### src/common/wdtu_regs.svh
`ifndef WDTU_REGS_SVH
`define WDTU_REGS_SVH
// ****************************************
// register byte addresses (index times four)
// ****************************************
`define WDTU_IDX_CLKSEL 8'h41
`define WDTU_IDX_PFLAGS 8'h97
`define WDTU_IDX_CTRL 8'he1
`define WDTU_IDX_SYSTEM_FLAG_IRQ_ENABLE_REG 8'h8e
`define WDTU_IDX_MODE 8'hf0
`define WDTU_ADR_CLKSEL 10'h104
`define WDTU_ADR_PFLAGS 10'h25c
`define WDTU_ADR_CTRL 10'h384
`define WDTU_ADR_SYSTEM_FLAG_IRQ_ENABLE_REG 10'h238
`define WDTU_ADR_MODE 10'h3c0
// ****************************************
// field positions
// ****************************************
`define WDTU_CTRL_RSTEN 7
`define WDTU_CTRL_NONSTOP 6
`define WDTU_CTRL_RUN 5
`define WDTU_CTRL_CLR 4
`define WDTU_CTRL_IDLE 3
`define WDTU_CLK_SRC_HI 7
`define WDTU_CLK_SRC_LO 6
`define WDTU_CLK_TAP 4
`define WDTU_MODE_PROT 0
`define WDTU_MODE_IDLE 1
`define WDTU_MODE_PDOWN 2
`define WDTU_MODE_GROUP 3
// ****************************************
// reset values and timing
// ****************************************
`define WDTU_CTRL_RST 8'h07
`define WDTU_CLKSEL_RST 8'h00
`define WDTU_SYSDIV 4'd12
`define WDTU_LATENCY_US 120
`define WDTU_SHORT_MS 12
`endif

### src/common/wdtu_pkg.sv
// ****************************************
// shared types
// ****************************************
package wdtu_pkg;
	typedef enum logic [1:0] {
		WDTU_SRC_SLOW = 2'h0,
		WDTU_SRC_EXT = 2'h1,
		WDTU_SRC_SYS12 = 2'h2,
		WDTU_SRC_BAUD = 2'h3
	} wdtu_src_t;
	typedef enum logic [1:0] {
		WDTU_BUS_IDLE = 2'h0,
		WDTU_BUS_ACK = 2'h1
	} wdtu_bus_t;
endpackage : wdtu_pkg

### src/hdl/wdtu_sync.sv
`timescale 1ns/1ps
// ****************************************
// two-stage synchroniser with edge pulse
// ****************************************
module wdtu_sync
(
	// clock and reset
	input wire logic clk,
	input wire logic rst,
	// async level in, pulse out
	input wire logic din,
	output logic rise
);
	logic s1_r;
	logic s2_r;
	logic s3_r;
	// first stage feeds only the second
	always_ff @(posedge clk or posedge rst)
	begin
		if (rst)
		begin
			s1_r <= 1'b0;
			s2_r <= 1'b0;
			s3_r <= 1'b0;
		end
		else
		begin
			s1_r <= din;
			s2_r <= s1_r;
			s3_r <= s2_r;
		end
	end
	assign rise = s2_r & ~s3_r;
endmodule : wdtu_sync

### src/hdl/wdtu_top.sv
`timescale 1ns/1ps
`include "wdtu_regs.svh"
// Overview of operation
// - 8-bit counter behind 8-bit prescaler, one control
// - two-bit clock source select, slow RC default
// - overflow sets flag in power flags bit0
// - interrupt needs flag enable and group enable
// - reset-enable makes overflow cause system reset
// - writing one to clear bit zeroes counter
// - control bits 7..5 set-only except protected page
// - run bit cleared only by power-on/protected
// - control survives pin, software, watchdog reset
// - idle counting needs idle bit or nonstop fuse
// - nonstop bit keeps counting in power-down
// - watch mode only on slow or external clock
// - prescale code selects divide 2 to 256
// - tap bit picks bit-8 or bit-0 overflow
// - flag set by hardware, cleared writing one
// - slow clock adds about 120 us latency
// - auto-enable fuse loads control at power-up
// - auto-enable plus protect blocks control writes but clear
module wdtu_top
	import wdtu_pkg::*;
(
	// clock and resets
	input wire logic MCLK,
	input wire logic RESET,
	input wire logic SYS_RESET,
	// classic wishbone slave
	input wire logic WB_CYC_I,
	input wire logic WB_STB_I,
	input wire logic WB_WE_I,
	input wire logic [9:0] WB_ADR_I,
	input wire logic [3:0] WB_SEL_I,
	input wire logic [31:0] WB_DAT_I,
	output logic [31:0] WB_DAT_O,
	output logic WB_ACK_O,
	// watchdog clock sources
	input wire logic SLOW_OSC_IN,
	input wire logic EXT_CLK_IN,
	input wire logic BAUD_OVF_IN,
	// fuse options
	input wire logic FUSE_AUTO_ENABLE,
	input wire logic FUSE_WRITE_PROTECT,
	input wire logic FUSE_NONSTOP,
	input wire logic FUSE_RESET_ENABLE,
	input wire logic FUSE_IDLE_COUNT,
	input wire logic [2:0] FUSE_PRESCALE,
	// results
	output logic IRQ,
	output logic WDT_RESET_REQ,
	output logic WAKEUP
);
	// ****************************************
	// registers and wires
	// ****************************************
	logic [7:0] ctrl_r;
	logic [7:0] clksel_r;
	logic flag_r;
	logic flag_ie_r;
	logic [3:0] mode_r;
	logic [7:0] pre_r;
	logic [7:0] cnt_r;
	logic [3:0] sdiv_r;
	logic ack_r;
	logic [31:0] dat_r;
	logic por_load_r;
	logic ovf_r;
	logic slow_tick;
	logic ext_tick;
	logic baud_tick;
	logic sys_tick;
	logic src_tick;
	logic run;
	logic active;
	logic pre_tick;
	logic event_ovf;
	logic [7:0] pre_mask;
	// ****************************************
	// bus decode
	// ****************************************
	wire req = WB_CYC_I & WB_STB_I & ~ack_r;
	wire wr = req & WB_WE_I & WB_SEL_I[0];
	wire hit_ctrl = WB_ADR_I == `WDTU_ADR_CTRL;
	wire hit_clk = WB_ADR_I == `WDTU_ADR_CLKSEL;
	wire hit_flag = WB_ADR_I == `WDTU_ADR_PFLAGS;
	wire hit_ie = WB_ADR_I == `WDTU_ADR_SYSTEM_FLAG_IRQ_ENABLE_REG;
	wire hit_mode = WB_ADR_I == `WDTU_ADR_MODE;
	wire prot_page = mode_r[`WDTU_MODE_PROT];
	wire locked = FUSE_AUTO_ENABLE & FUSE_WRITE_PROTECT;
	wire [7:0] wd = WB_DAT_I[7:0];
	wire wr_ctrl = wr & hit_ctrl & ~locked;
	wire clr_strobe = wr & hit_ctrl & wd[`WDTU_CTRL_CLR];
	wire flag_clr = wr & hit_flag & wd[0];
	// set-only in normal page, free in protected page
	function automatic logic sticky_bit(input logic old, input logic nv, input logic prot);
		sticky_bit = prot ? nv : (old | nv);
	endfunction : sticky_bit
	// next control value
	wire [7:0] ctrl_nxt = {
		sticky_bit(ctrl_r[7], wd[7], prot_page),
		sticky_bit(ctrl_r[6], wd[6], prot_page),
		sticky_bit(ctrl_r[5], wd[5], prot_page),
		1'b0,
		wd[3:0]};
	// ****************************************
	// control register, reset only by power-on
	// ****************************************
	always_ff @(posedge MCLK or posedge RESET)
	begin
		if (RESET)
		begin
			ctrl_r <= `WDTU_CTRL_RST;
			clksel_r <= `WDTU_CLKSEL_RST;
			por_load_r <= 1'b1;
		end
		else if (por_load_r)
		begin
			por_load_r <= 1'b0;
			if (FUSE_AUTO_ENABLE)
				ctrl_r <= {FUSE_RESET_ENABLE, FUSE_NONSTOP, 1'b1, 1'b0,
					FUSE_IDLE_COUNT, FUSE_PRESCALE};
		end
		else
		begin
			if (wr_ctrl)
				ctrl_r <= ctrl_nxt;
			if (wr & hit_clk & prot_page)
				clksel_r <= {wd[7:2], 2'h0};
		end
	end
	// read mux; unmapped reads zero
	wire [7:0] rdata = hit_ctrl ? ctrl_r :
		hit_clk ? clksel_r :
		hit_flag ? {7'h0, flag_r} :
		hit_ie ? {7'h0, flag_ie_r} :
		hit_mode ? {4'h0, mode_r} : 8'h00;
	// ****************************************
	// flag, enables, mode and bus answer
	// ****************************************
	always_ff @(posedge MCLK or posedge RESET)
	begin
		if (RESET)
		begin
			flag_r <= 1'b0;
			flag_ie_r <= 1'b0;
			mode_r <= 4'h0;
			ack_r <= 1'b0;
			dat_r <= 32'h0;
		end
		else
		begin
			flag_r <= event_ovf | (flag_r & ~flag_clr);
			if (wr & hit_ie)
				flag_ie_r <= wd[0];
			if (wr & hit_mode)
				mode_r <= wd[3:0];
			ack_r <= req;
			if (req)
				dat_r <= {24'h0, rdata};
		end
	end
	assign WB_ACK_O = ack_r;
	assign WB_DAT_O = dat_r;
	// ****************************************
	// clock source selection
	// ****************************************
	wdtu_sync u_slow
	(
		.clk(MCLK),
		.rst(RESET),
		.din(SLOW_OSC_IN),
		.rise(slow_tick)
	); // sync adds tick latency
	wdtu_sync u_ext
	(
		.clk(MCLK),
		.rst(RESET),
		.din(EXT_CLK_IN),
		.rise(ext_tick)
	);
	wdtu_sync u_baud
	(
		.clk(MCLK),
		.rst(RESET),
		.din(BAUD_OVF_IN),
		.rise(baud_tick)
	);
	// system clock divided by twelve
	always_ff @(posedge MCLK or posedge RESET)
	begin
		if (RESET)
			sdiv_r <= 4'h0;
		else
			sdiv_r <= sys_tick ? 4'h0 : sdiv_r + 4'h1;
	end
	assign sys_tick = sdiv_r == (`WDTU_SYSDIV - 4'd1);
	wire wdtu_src_t src = wdtu_src_t'(clksel_r[`WDTU_CLK_SRC_HI:`WDTU_CLK_SRC_LO]);
	assign src_tick = (src == WDTU_SRC_SLOW) ? slow_tick :
		(src == WDTU_SRC_EXT) ? ext_tick :
		(src == WDTU_SRC_SYS12) ? sys_tick : baud_tick;
	// ****************************************
	// counting permission by power mode
	// ****************************************
	wire watch_ok = (src == WDTU_SRC_SLOW) | (src == WDTU_SRC_EXT);
	wire in_idle = mode_r[`WDTU_MODE_IDLE];
	wire in_pd = mode_r[`WDTU_MODE_PDOWN];
	wire idle_ok = ctrl_r[`WDTU_CTRL_IDLE] | FUSE_NONSTOP;
	wire pd_ok = ctrl_r[`WDTU_CTRL_NONSTOP] & watch_ok;
	assign run = ctrl_r[`WDTU_CTRL_RUN];
	assign active = run & (in_pd ? pd_ok : (in_idle ? idle_ok : 1'b1));
	// ****************************************
	// prescaler and counter
	// ****************************************
	assign pre_mask = 8'h01 << ctrl_r[2:0];
	assign pre_tick = active & src_tick & ((pre_r & pre_mask) == pre_mask)
		& (((pre_r & (pre_mask - 8'h01)) == (pre_mask - 8'h01)));
	always_ff @(posedge MCLK or posedge RESET)
	begin
		if (RESET)
		begin
			pre_r <= 8'h0;
			cnt_r <= 8'h0;
		end
		else if (!run)
		begin
			pre_r <= 8'h0;
			cnt_r <= 8'h0;
		end
		else
		begin
			if (active & src_tick)
				pre_r <= pre_tick ? 8'h0 : pre_r + 8'h1;
			if (clr_strobe)
				cnt_r <= 8'h0;
			else if (pre_tick)
				cnt_r <= cnt_r + 8'h1;
		end
	end
	// tap: full wrap or every counter step
	assign event_ovf = pre_tick & ~clr_strobe &
		(clksel_r[`WDTU_CLK_TAP] | (cnt_r == 8'hff));
	// ****************************************
	// results
	// ****************************************
	always_ff @(posedge MCLK or posedge RESET)
	begin
		if (RESET)
			ovf_r <= 1'b0;
		else
			ovf_r <= event_ovf;
	end
	wire irq_on = flag_r & flag_ie_r & mode_r[`WDTU_MODE_GROUP];
	assign IRQ = irq_on;
	assign WDT_RESET_REQ = ovf_r & ctrl_r[`WDTU_CTRL_RSTEN];
	assign WAKEUP = in_pd & (irq_on | WDT_RESET_REQ);
	// ****************************************
	// checks
	// ****************************************
	a_flag_sets: assert property (@(posedge MCLK) disable iff (RESET)
		event_ovf |=> flag_r) else $error("flag not set");
	a_irq_gate: assert property (@(posedge MCLK) disable iff (RESET)
		IRQ |-> flag_ie_r && mode_r[3]) else $error("irq without enables");
	a_reset_req: assert property (@(posedge MCLK) disable iff (RESET)
		event_ovf && ctrl_r[7] |=> WDT_RESET_REQ) else $error("no reset");
	a_clear_cnt: assert property (@(posedge MCLK) disable iff (RESET)
		clr_strobe && run |=> cnt_r == 8'h00) else $error("clear failed");
	a_run_sticky: assert property (@(posedge MCLK) disable iff (RESET)
		run && !prot_page && !por_load_r |=> run) else $error("run dropped");
	a_idle_hold: assert property (@(posedge MCLK) disable iff (RESET)
		run && !active |=> $stable(pre_r)) else $error("counted while held");
	a_stopped: assert property (@(posedge MCLK) disable iff (RESET)
		!run |=> cnt_r == 8'h00 && pre_r == 8'h00) else $error("not held");
	a_flag_clear: assert property (@(posedge MCLK) disable iff (RESET)
		flag_clr && !event_ovf |=> !flag_r) else $error("flag stuck");
	a_locked: assert property (@(posedge MCLK) disable iff (RESET)
		locked && !por_load_r |=> $stable(ctrl_r)) else $error("locked write");
	c_overflow: cover property (@(posedge MCLK) disable iff (RESET) event_ovf);
	c_reset: cover property (@(posedge MCLK) disable iff (RESET) WDT_RESET_REQ);
	c_wake: cover property (@(posedge MCLK) disable iff (RESET) WAKEUP);
endmodule : wdtu_top

### config.mk
export PLATFORM = sky130hd
export DESIGN_NAME = wdtu_top
export DESIGN_NICKNAME = d
export VERILOG_FILES = /design/src/common/wdtu_pkg.sv /design/src/hdl/wdtu_sync.sv /design/src/hdl/wdtu_top.sv
export VERILOG_INCLUDE_DIRS = /design/src /design/src/common
export SDC_FILE = /design/constraint.sdc
export NUM_CORES = 1
export LEC_CHECK = 0
export ABC_AREA = 1
export BUFFER_PORTS_ARGS = -buffer_cell sky130_fd_sc_hd__buf_2
export CELL_PAD_IN_SITES_DETAIL_PLACEMENT = 0
export CELL_PAD_IN_SITES_GLOBAL_PLACEMENT = 1
export CORE_MARGIN = 1.5
export CORE_UTILIZATION = 37
export DETAILED_ROUTE_END_ITERATION = 7
export PLACE_DENSITY_LB_ADDON = 0.1
export SLEW_MARGIN = 20
export SYNTH_ARGS = -nofsm -noshare
export SYNTH_HDL_FRONTEND = slang
export SYNTH_SLANG_ARGS = --single-unit
### constraint.sdc
create_clock -name MCLK -period 2.1 [get_ports MCLK]
set_input_delay 0.21 -clock MCLK [delete_from_list [all_inputs] [get_ports MCLK]]
set_output_delay 0.21 -clock MCLK [all_outputs]
set_load 0.005 [all_outputs]
==> impl_metrics.xml, run 1 <==
<?xml version="1.0" encoding="UTF-8"?>
<metrics>
  <group name="floorplan">
    <metric name="die_w" unit="µm">98.9</metric>
    <metric name="ios" unit="">99</metric>
    <metric name="rows" unit="">34</metric>
    <metric name="die_y" unit="µm">98.9</metric>
    <metric name="core_area" unit="mm²">0.00881</metric>
    <metric name="die_area" unit="mm²">0.00978</metric>
    <metric name="floorplan.initialDensity" unit="">0.386</metric>
  </group>
  <group name="yosys">
    <metric name="synth_seq_area_share" unit="">0.435</metric>
    <metric name="yosysWarnings" unit="">0</metric>
    <metric name="syn_area" unit="mm²">0.00340</metric>
    <metric name="synth.lib_cells_used.distinct" unit="">36</metric>
    <metric name="synth-seq-cells" unit="">59</metric>
    <metric name="synth_cells" unit="">438</metric>
    <metric name="syn-mean-instance-area" unit="µm²">7.77</metric>
  </group>
  <group name="global_route">
    <metric name="grt_antenna_before_repair" unit="">0</metric>
    <metric name="via_count_of_the_first_global_routing_pass" unit="">2750</metric>
    <metric name="global_route.usage.total" unit="">0.167</metric>
    <metric name="grt_remaining_overflow" unit="">0</metric>
    <metric name="grt_pass1_wl" unit="µm">13000</metric>
    <metric name="pin_count_of_the_biggest_net_entering_global_routing" unit="">51</metric>
  </group>
  <group name="sta">
    <metric name="layout_min_cycle_time" unit="ps">1830</metric>
    <metric name="slew_violations" unit="">0</metric>
    <metric name="finalHoldViolations" unit="">0</metric>
    <metric name="rsz0062_at_grt" unit="">no</metric>
    <metric name="setup_viol_count_final" unit="">0</metric>
    <metric name="final.setup_skew" unit="ps">8.55</metric>
    <metric name="timing.fmax" unit="GHz">0.547</metric>
    <metric name="tns" unit="ps">0</metric>
    <metric name="final_cycle_share" unit="">0.870</metric>
  </group>
  <group name="route">
    <metric name="route.detailed.drc" unit="">2</metric>
    <metric name="first_pass_iters" unit="">6</metric>
    <metric name="viasPerCell" unit="">4.62</metric>
    <metric name="route.detailed.wl_per_inst" unit="µm">12.6</metric>
    <metric name="drt_iter0_markers" unit="">112</metric>
    <metric name="routed-via-count" unit="">2813</metric>
    <metric name="route.antenna.remaining_nets" unit="">0</metric>
    <metric name="routed_wirelength" unit="µm">7670</metric>
  </group>
  <group name="status">
    <metric name="status" unit="">complete, but fails checks</metric>
    <metric name="violated_checks" unit="">design-rule violations</metric>
  </group>
  <group name="clock_network">
    <metric name="clock_tree.buffer_depth" unit="">2</metric>
    <metric name="cts_tree" unit="">built</metric>
    <metric name="hold_buffers" unit="">4</metric>
    <metric name="worstSkewPairLatency" unit="ps">330</metric>
    <metric name="root_buffer" unit="">sky130_fd_sc_hd__clkbuf_8</metric>
    <metric name="path_clk_slew" unit="ps">70</metric>
    <metric name="num_cts_buffers" unit="">9</metric>
    <metric name="post_cts.repair.setup_buffers" unit="">0</metric>
    <metric name="h-tree-depth" unit="">3</metric>
    <metric name="cts.sink_count" unit="">59</metric>
    <metric name="post_cts_resized" unit="">0</metric>
  </group>
  <group name="setup_path">
    <metric name="setup.worst_path.class" unit="">flip-flop to flip-flop</metric>
    <metric name="worst-path-max-fanout" unit="">9</metric>
    <metric name="cp.required" unit="ps">2370</metric>
    <metric name="cp-start-kind" unit="">flip-flop</metric>
    <metric name="rrSetupSlack" unit="ps">270</metric>
    <metric name="worst-endpoint-arrival" unit="ps">2090</metric>
    <metric name="endpoint_kind" unit="">flip-flop</metric>
  </group>
  <group name="placed_design">
    <metric name="port_buffers" unit="">46</metric>
    <metric name="placed_cell_area" unit="mm²">0.00367</metric>
    <metric name="detailedPlacementHpwl" unit="µm">5900</metric>
    <metric name="rd_place_congestion" unit="">0.768</metric>
  </group>
  <group name="power">
    <metric name="cellLeakagePower" unit="nW">2.11</metric>
    <metric name="power_per_unit_of_standard_cell_area" unit="mW/mm²">729</metric>
    <metric name="peakVddDrop" unit="V">0.000363</metric>
  </group>
  <group name="flow_run">
    <metric name="cap_violations" unit="">0</metric>
  </group>
  <group name="final_layout">
    <metric name="antenna_cells" unit="">0</metric>
    <metric name="layout_cells_sized_above_1" unit="">0.202</metric>
    <metric name="finalInstanceArea" unit="mm²">0.00397</metric>
    <metric name="num-nets-final" unit="">562</metric>
    <metric name="syn2layout_area_growth" unit="%">16.8</metric>
  </group>
  <group name="min_path">
    <metric name="holdCritPathClass" unit="">input pin to flip-flop</metric>
  </group>
</metrics>
kinds of logic after synthesis:
kind of cell / synth area share
adders and majority gates: 0.0110
and+or+nand+nor: 0.303
DFF: 0.435
AOI/OAI and AO/OA: 0.0791
other: 0.00110
buffers and inverters: 0.149
xor gates and xnor gates: 0.0206
power by group:
group          internal (mW)  total (mW)  switching (mW)
registers               1.19        1.24          0.0507
logic                  0.118       0.330           0.212
clock network          0.884        1.33           0.444
synthesized netlist by cell type, drive strengths merged:
| master | n | area share |
|---|---|---|
| conb | 1 | 0.0011 |
| xnor2 | 1 | 0.0026 |
| nand3 | 39 | 0.064 |
| dfrtp | 55 | 0.40 |
| nor3 | 6 | 0.014 |
| buf | 31 | 0.071 |
| clkbuf | 4 | 0.0044 |
| nand2 | 108 | 0.13 |
| o21ai | 35 | 0.055 |
| dfstp | 4 | 0.031 |
| nand3b | 1 | 0.0022 |
| o211ai | 1 | 0.0022 |
| nor2 | 41 | 0.056 |
| a21oi | 9 | 0.014 |
| o22ai | 3 | 0.0055 |
| inv | 67 | 0.074 |
| xor2 | 7 | 0.018 |
| o31ai | 1 | 0.0022 |
| ha | 3 | 0.011 |
| nor4 | 1 | 0.0063 |
| nand4 | 20 | 0.037 |
per-stage QoR:
stage	worst slack [ps]	total power, mW	instances	hold slack (ps)	utilization
finish	272	2.90	609	130	0.451
detailed placement	233	1.59	589	156	0.417
global route	61.6	3.04	609	118	0.451
floorplan	440	1.51	462	241	-
global placement	240	1.59	589	153	0.417
CTS	215	2.95	609	113	0.451
state kept, by name (all words and copies together) (netlist names):
register	cells
por_load_r	1
pre_r	8
flag_ie_r	1
u_slow.s3_r	1
u_ext.s1_r	1
clksel_r	6
cnt_r	8
ovf_r	1
u_ext.s2_r	1
sdiv_r	4
u_slow.s2_r	1
flag_r	1
u_baud.s3_r	1
ctrl_r	7
u_ext.s3_r	1
u_baud.s2_r	1
mode_r	4
WB_ACK_O	1
WB_DAT_O	8
u_slow.s1_r	1
u_baud.s1_r	1
critical path, cell delays in order (launching register included):
cell and delay, ps:
sky130_fd_sc_hd__dfstp_2 640, sky130_fd_sc_hd__inv_2 100, sky130_fd_sc_hd__nand3_1 70, sky130_fd_sc_hd__nor2_1 40
sky130_fd_sc_hd__nor2_1 90, sky130_fd_sc_hd__nand2_1 60, sky130_fd_sc_hd__nor2_1 130, sky130_fd_sc_hd__nand3_2 180
sky130_fd_sc_hd__nor2_4 250, sky130_fd_sc_hd__nand2_1 120, sky130_fd_sc_hd__nand2_1 70
cell usage in the layout, fill, tap and decap left out, types with 2 or more instances in the layout:
cell type                       instances
sky130_fd_sc_hd__nand3_2                2
sky130_fd_sc_hd__bufinv_16              3
sky130_fd_sc_hd__nand4_1               20
sky130_fd_sc_hd__dfrtp_1               55
sky130_fd_sc_hd__dlygate4sd3_1          4
sky130_fd_sc_hd__o21ai_1                6
sky130_fd_sc_hd__nor3_1                 4
sky130_fd_sc_hd__nand2_2                5
sky130_fd_sc_hd__nand3_1               36
sky130_fd_sc_hd__conb_1                25
sky130_fd_sc_hd__inv_1                 62
sky130_fd_sc_hd__ha_1                   3
sky130_fd_sc_hd__o22ai_1                3
sky130_fd_sc_hd__nor2_1                35
sky130_fd_sc_hd__a21oi_1                8
sky130_fd_sc_hd__buf_4                  7
sky130_fd_sc_hd__clkbuf_8              12
sky130_fd_sc_hd__buf_2                 46
sky130_fd_sc_hd__nor2_4                 4
sky130_fd_sc_hd__nand2_1              102
sky130_fd_sc_hd__o21ai_2                3
sky130_fd_sc_hd__xor2_1                 7
sky130_fd_sc_hd__dfstp_2                4
sky130_fd_sc_hd__nor2_2                 2
sky130_fd_sc_hd__o21ai_0               26
sky130_fd_sc_hd__inv_2                  5
layer usage:
metal | share of wire | GRT usage
met2 | 0.45 | 0.271
met4 | 0.011 | 0.0495
met1 | 0.50 | 0.225
met5 | 0 | 0
met3 | 0.042 | 0.0369
worst paths after layout:
kind	from	to	depth (start not counted)
max	ctrl_r[1]	flag_r	10
max in group asynchronous	RESET	por_load_r	4
min in group asynchronous	RESET	cnt_r[1]	3
min reg2reg	u_baud.s1_r	u_baud.s2_r	0
max reg2reg	ctrl_r[1]	flag_r	10
min	WB_DAT_I[6]	clksel_r[6]	3
final cells by class:
type / instances / area (µm²)
Multi-Input combinational cell: 301 / 1500
Clock buffer: 12 / 165
Clock inverter: 4 / 95.1
Sequential cell: 59 / 1480
Tap cell: 108 / 135
Fill cell: 918 / 4830
Inverter: 67 / 251
Timing Repair Buffer: 58 / 343
Note: power is estimated with default switching activity, not from simulation.
==> run 2: changes to the inputs <==
ABC_AREA = not set   (was 1)
CORE_UTILIZATION = 39   (was 37)
==> impl_metrics.xml, run 2 <==
<?xml version="1.0" encoding="UTF-8"?>
<metrics>
  <group name="yosys">
    <metric name="synth_seq_area_share" unit="">0.463</metric>
    <metric name="synth_enable_flop_cells" unit="">0</metric>
    <metric name="synth_cells" unit="">317</metric>
    <metric name="combinational_family_with_the_most_area_after_synthesis" unit="">simple AND/OR/NAND/NOR gates</metric>
    <metric name="ys_dominant_reg_cell" unit="">sky130_fd_sc_hd__dfrtp_1</metric>
    <metric name="netlist_top_cells_count" unit="">sky130_fd_sc_hd__dfrtp_1, sky130_fd_sc_hd__nand2_1, sky130_fd_sc_hd__buf_4, sky130_fd_sc_hd__nor2_1, sky130_fd_sc_hd__nand3_1</metric>
    <metric name="synth_top_area_frac" unit="">0.430</metric>
    <metric name="yosys_top_cell_by_area" unit="">sky130_fd_sc_hd__dfrtp_1</metric>
    <metric name="synth.mux.area_fraction" unit="">0.0736</metric>
    <metric name="post_synth_xor_area_fraction" unit="">0.00274</metric>
    <metric name="synth-compound-area-share" unit="">0.149</metric>
    <metric name="postSynth.asyncResetShare" unit="">1.00</metric>
    <metric name="yosysWarnings" unit="">0</metric>
    <metric name="synth-seq-cells" unit="">59</metric>
    <metric name="synth_top_cells_by_area" unit="">sky130_fd_sc_hd__dfrtp_1, sky130_fd_sc_hd__buf_4, sky130_fd_sc_hd__mux2_2</metric>
    <metric name="post_synth_fa_ha_maj_area_fraction" unit="">0.0117</metric>
    <metric name="syn-mean-instance-area" unit="µm²">10.1</metric>
    <metric name="yosys.cell_count.top_type" unit="">sky130_fd_sc_hd__dfrtp_1</metric>
    <metric name="synth.lib_cells_used.distinct" unit="">59</metric>
    <metric name="synth_simple_gate_area_share" unit="">0.225</metric>
    <metric name="syn_area" unit="mm²">0.00320</metric>
  </group>
  <group name="power">
    <metric name="fin_total_pwr" unit="mW">3.00</metric>
    <metric name="cellLeakagePower" unit="nW">1.92</metric>
    <metric name="power_per_unit_of_standard_cell_area" unit="mW/mm²">775</metric>
    <metric name="peakVddDrop" unit="V">0.000502</metric>
  </group>
  <group name="status">
    <metric name="status" unit="">complete, no violations</metric>
  </group>
  <group name="floorplan">
    <metric name="floorplan.initialDensity" unit="">0.408</metric>
    <metric name="die_y" unit="µm">93.6</metric>
    <metric name="die_area" unit="mm²">0.00875</metric>
    <metric name="die_w" unit="µm">93.6</metric>
    <metric name="rows" unit="">32</metric>
    <metric name="core_area" unit="mm²">0.00785</metric>
    <metric name="ios" unit="">99</metric>
  </group>
  <group name="clock_network">
    <metric name="path_clk_slew" unit="ps">70</metric>
    <metric name="cts.sink_count" unit="">59</metric>
    <metric name="root_buffer" unit="">sky130_fd_sc_hd__clkbuf_8</metric>
    <metric name="h-tree-depth" unit="">3</metric>
    <metric name="clock_tree.buffer_depth" unit="">2</metric>
    <metric name="cts_tree" unit="">built</metric>
    <metric name="post_cts.repair.setup_buffers" unit="">0</metric>
    <metric name="num_cts_buffers" unit="">9</metric>
    <metric name="worstSkewPairLatency" unit="ps">340</metric>
  </group>
  <group name="setup_path">
    <metric name="endpoint_kind" unit="">flip-flop</metric>
    <metric name="worst-endpoint-arrival" unit="ps">2120</metric>
    <metric name="cp-start-kind" unit="">flip-flop</metric>
    <metric name="setup.worst_path.class" unit="">flip-flop to flip-flop</metric>
    <metric name="worst-path-max-fanout" unit="">6</metric>
    <metric name="cp.required" unit="ps">2320</metric>
  </group>
  <group name="final_layout">
    <metric name="register_area" unit="mm²">0.00148</metric>
    <metric name="num-nets-final" unit="">459</metric>
    <metric name="layout_cells_sized_above_1" unit="">0.284</metric>
    <metric name="antenna_cells" unit="">0</metric>
    <metric name="layout.cells.most_common" unit="">sky130_fd_sc_hd__dfrtp_1</metric>
    <metric name="multi_input_area" unit="mm²">0.00157</metric>
    <metric name="finalInstanceArea" unit="mm²">0.00386</metric>
    <metric name="post_layout_nonfiller_instances" unit="">500</metric>
    <metric name="syn2layout_area_growth" unit="%">20.8</metric>
    <metric name="layout_common_cells" unit="">sky130_fd_sc_hd__dfrtp_1, sky130_fd_sc_hd__buf_2, sky130_fd_sc_hd__nand2_1</metric>
    <metric name="fillCellCount" unit="">797</metric>
  </group>
  <group name="sta">
    <metric name="setup_viol_count_final" unit="">0</metric>
    <metric name="finalHoldViolations" unit="">0</metric>
    <metric name="postLayoutSetupSlackWorst" unit="ps">202</metric>
    <metric name="final.setup_skew" unit="ps">5.96</metric>
    <metric name="slew_violations" unit="">0</metric>
    <metric name="layout_min_cycle_time" unit="ps">1900</metric>
    <metric name="final_cycle_share" unit="">0.904</metric>
    <metric name="tns" unit="ps">0</metric>
    <metric name="timing.fmax" unit="GHz">0.527</metric>
    <metric name="rsz0062_at_grt" unit="">no</metric>
  </group>
  <group name="global_route">
    <metric name="global_route.usage.total" unit="">0.185</metric>
    <metric name="groute.layer.met3.usage" unit="">0.0374</metric>
    <metric name="globalRouteMet2Util" unit="">0.304</metric>
    <metric name="globalRouteMet1Util" unit="">0.235</metric>
    <metric name="grt_pass1_wl" unit="µm">12300</metric>
    <metric name="grt_remaining_overflow" unit="">0</metric>
    <metric name="grt_antenna_before_repair" unit="">0</metric>
    <metric name="global_route.peak_usage_layer" unit="">met2</metric>
    <metric name="via_count_of_the_first_global_routing_pass" unit="">2519</metric>
    <metric name="pin_count_of_the_biggest_net_entering_global_routing" unit="">33</metric>
  </group>
  <group name="route">
    <metric name="routed_wirelength" unit="µm">7510</metric>
    <metric name="routed-via-count" unit="">2566</metric>
    <metric name="viasPerCell" unit="">5.13</metric>
    <metric name="first_pass_iters" unit="">4</metric>
    <metric name="route.antenna.remaining_nets" unit="">0</metric>
    <metric name="route.detailed.wl_per_inst" unit="µm">15.0</metric>
    <metric name="route.detailed.drc" unit="">0</metric>
    <metric name="drt_iter0_markers" unit="">99</metric>
  </group>
  <group name="placed_design">
    <metric name="rd_place_congestion" unit="">0.771</metric>
    <metric name="port_buffers" unit="">46</metric>
    <metric name="detailedPlacementHpwl" unit="µm">5670</metric>
    <metric name="place_ws" unit="ps">-132</metric>
    <metric name="placed_cells_incl_taps" unit="">480</metric>
    <metric name="placed_cell_area" unit="mm²">0.00362</metric>
  </group>
  <group name="flow_run">
    <metric name="cap_violations" unit="">0</metric>
  </group>
  <group name="min_path">
    <metric name="holdCritPathClass" unit="">input pin to flip-flop</metric>
  </group>
</metrics>
-- run 2: cell types whose count changed after synthesis, sizes merged, moves of 7 or more --
cell,previous run,this run
nand2,108,32
inv,67,4
nor2,41,14
nand3,39,13
o21ai,35,9
nand4,20,7
mux2,0,12
nand2b,0,11
mux2i,0,10
and3,0,8
a211o,0,7
a22oi,0,7
xor2,7,0
-- run 2: area by class of cell --
type                            count  area share
Tap cell                          102      0.0330
Clock inverter                      6      0.0165
Multi-Input combinational cell    243       0.407
Inverter                            4     0.00389
Timing Repair Buffer               76       0.120
Sequential cell                    59       0.383
Clock buffer                       10      0.0356
-- run 2: through the flow --
step | hold slack [ps] | utilization
after floorplan | 241 | -
after global placement | 300 | 0.461
after detailed placement | 306 | 0.461
after CTS | 101 | 0.492
after global routing | 110 | 0.492
final | 105 | 0.492
-- run 2: power breakdown --
| part | switching, mW | leakage, nW | internal, mW |
|---|---|---|---|
| clock | 0.486 | 0.0987 | 0.580 |
| combinational | 0.321 | 1.06 | 0.271 |
| sequential | 0.108 | 0.759 | 1.23 |
| total | 0.916 | 1.92 | 2.08 |
-- run 2: what timing repair did --
item | CTS | global route
endpoints found under the hold margin | 58 | 0
setup endpoints to repair | 0 | 6
hold buffers | 4 | 0
gates resized for setup | 0 | 1
-- run 2: per-layer routing --
| layer | part of all wire | wire, µm |
|---|---|---|
| met1 | 0.47 | 3510 |
| met2 | 0.47 | 3520 |
| met3 | 0.047 | 354 |
| met4 | 0.018 | 132 |
| met5 | 0 | 0 |
-- run 2: logic make-up after synthesis --
logic type,count (synthesis)
flops,59
mux,22
other cells,1
buf+inv,39
fa+ha+maj,3
simple gates,126
compound gates,66
xor+xnor,1
-- run 2: worst paths after layout --
path | start | cells past startpoint | slack, ps | to
min | WB_DAT_I[5] | 2 | 110 | ctrl_r[5]
max reg2reg | WB_ACK_O | 5 | 200 | clksel_r[5]
max in group asynchronous | RESET | 4 | 1270 | ctrl_r[0]
min in group asynchronous | RESET | 4 | 470 | ovf_r
max | WB_ACK_O | 5 | 200 | clksel_r[5]
min reg2reg | u_slow.s1_r | 0 | 350 | u_slow.s2_r
-- run 2: worst max-delay path: stages, from the launching register on --
cell and delay [ps]:
sky130_fd_sc_hd__dfrtp_1 370, sky130_fd_sc_hd__nand3b_2 290, sky130_fd_sc_hd__or3_4 460, sky130_fd_sc_hd__nor3_4 160
sky130_fd_sc_hd__buf_4 170, sky130_fd_sc_hd__mux2_2 320
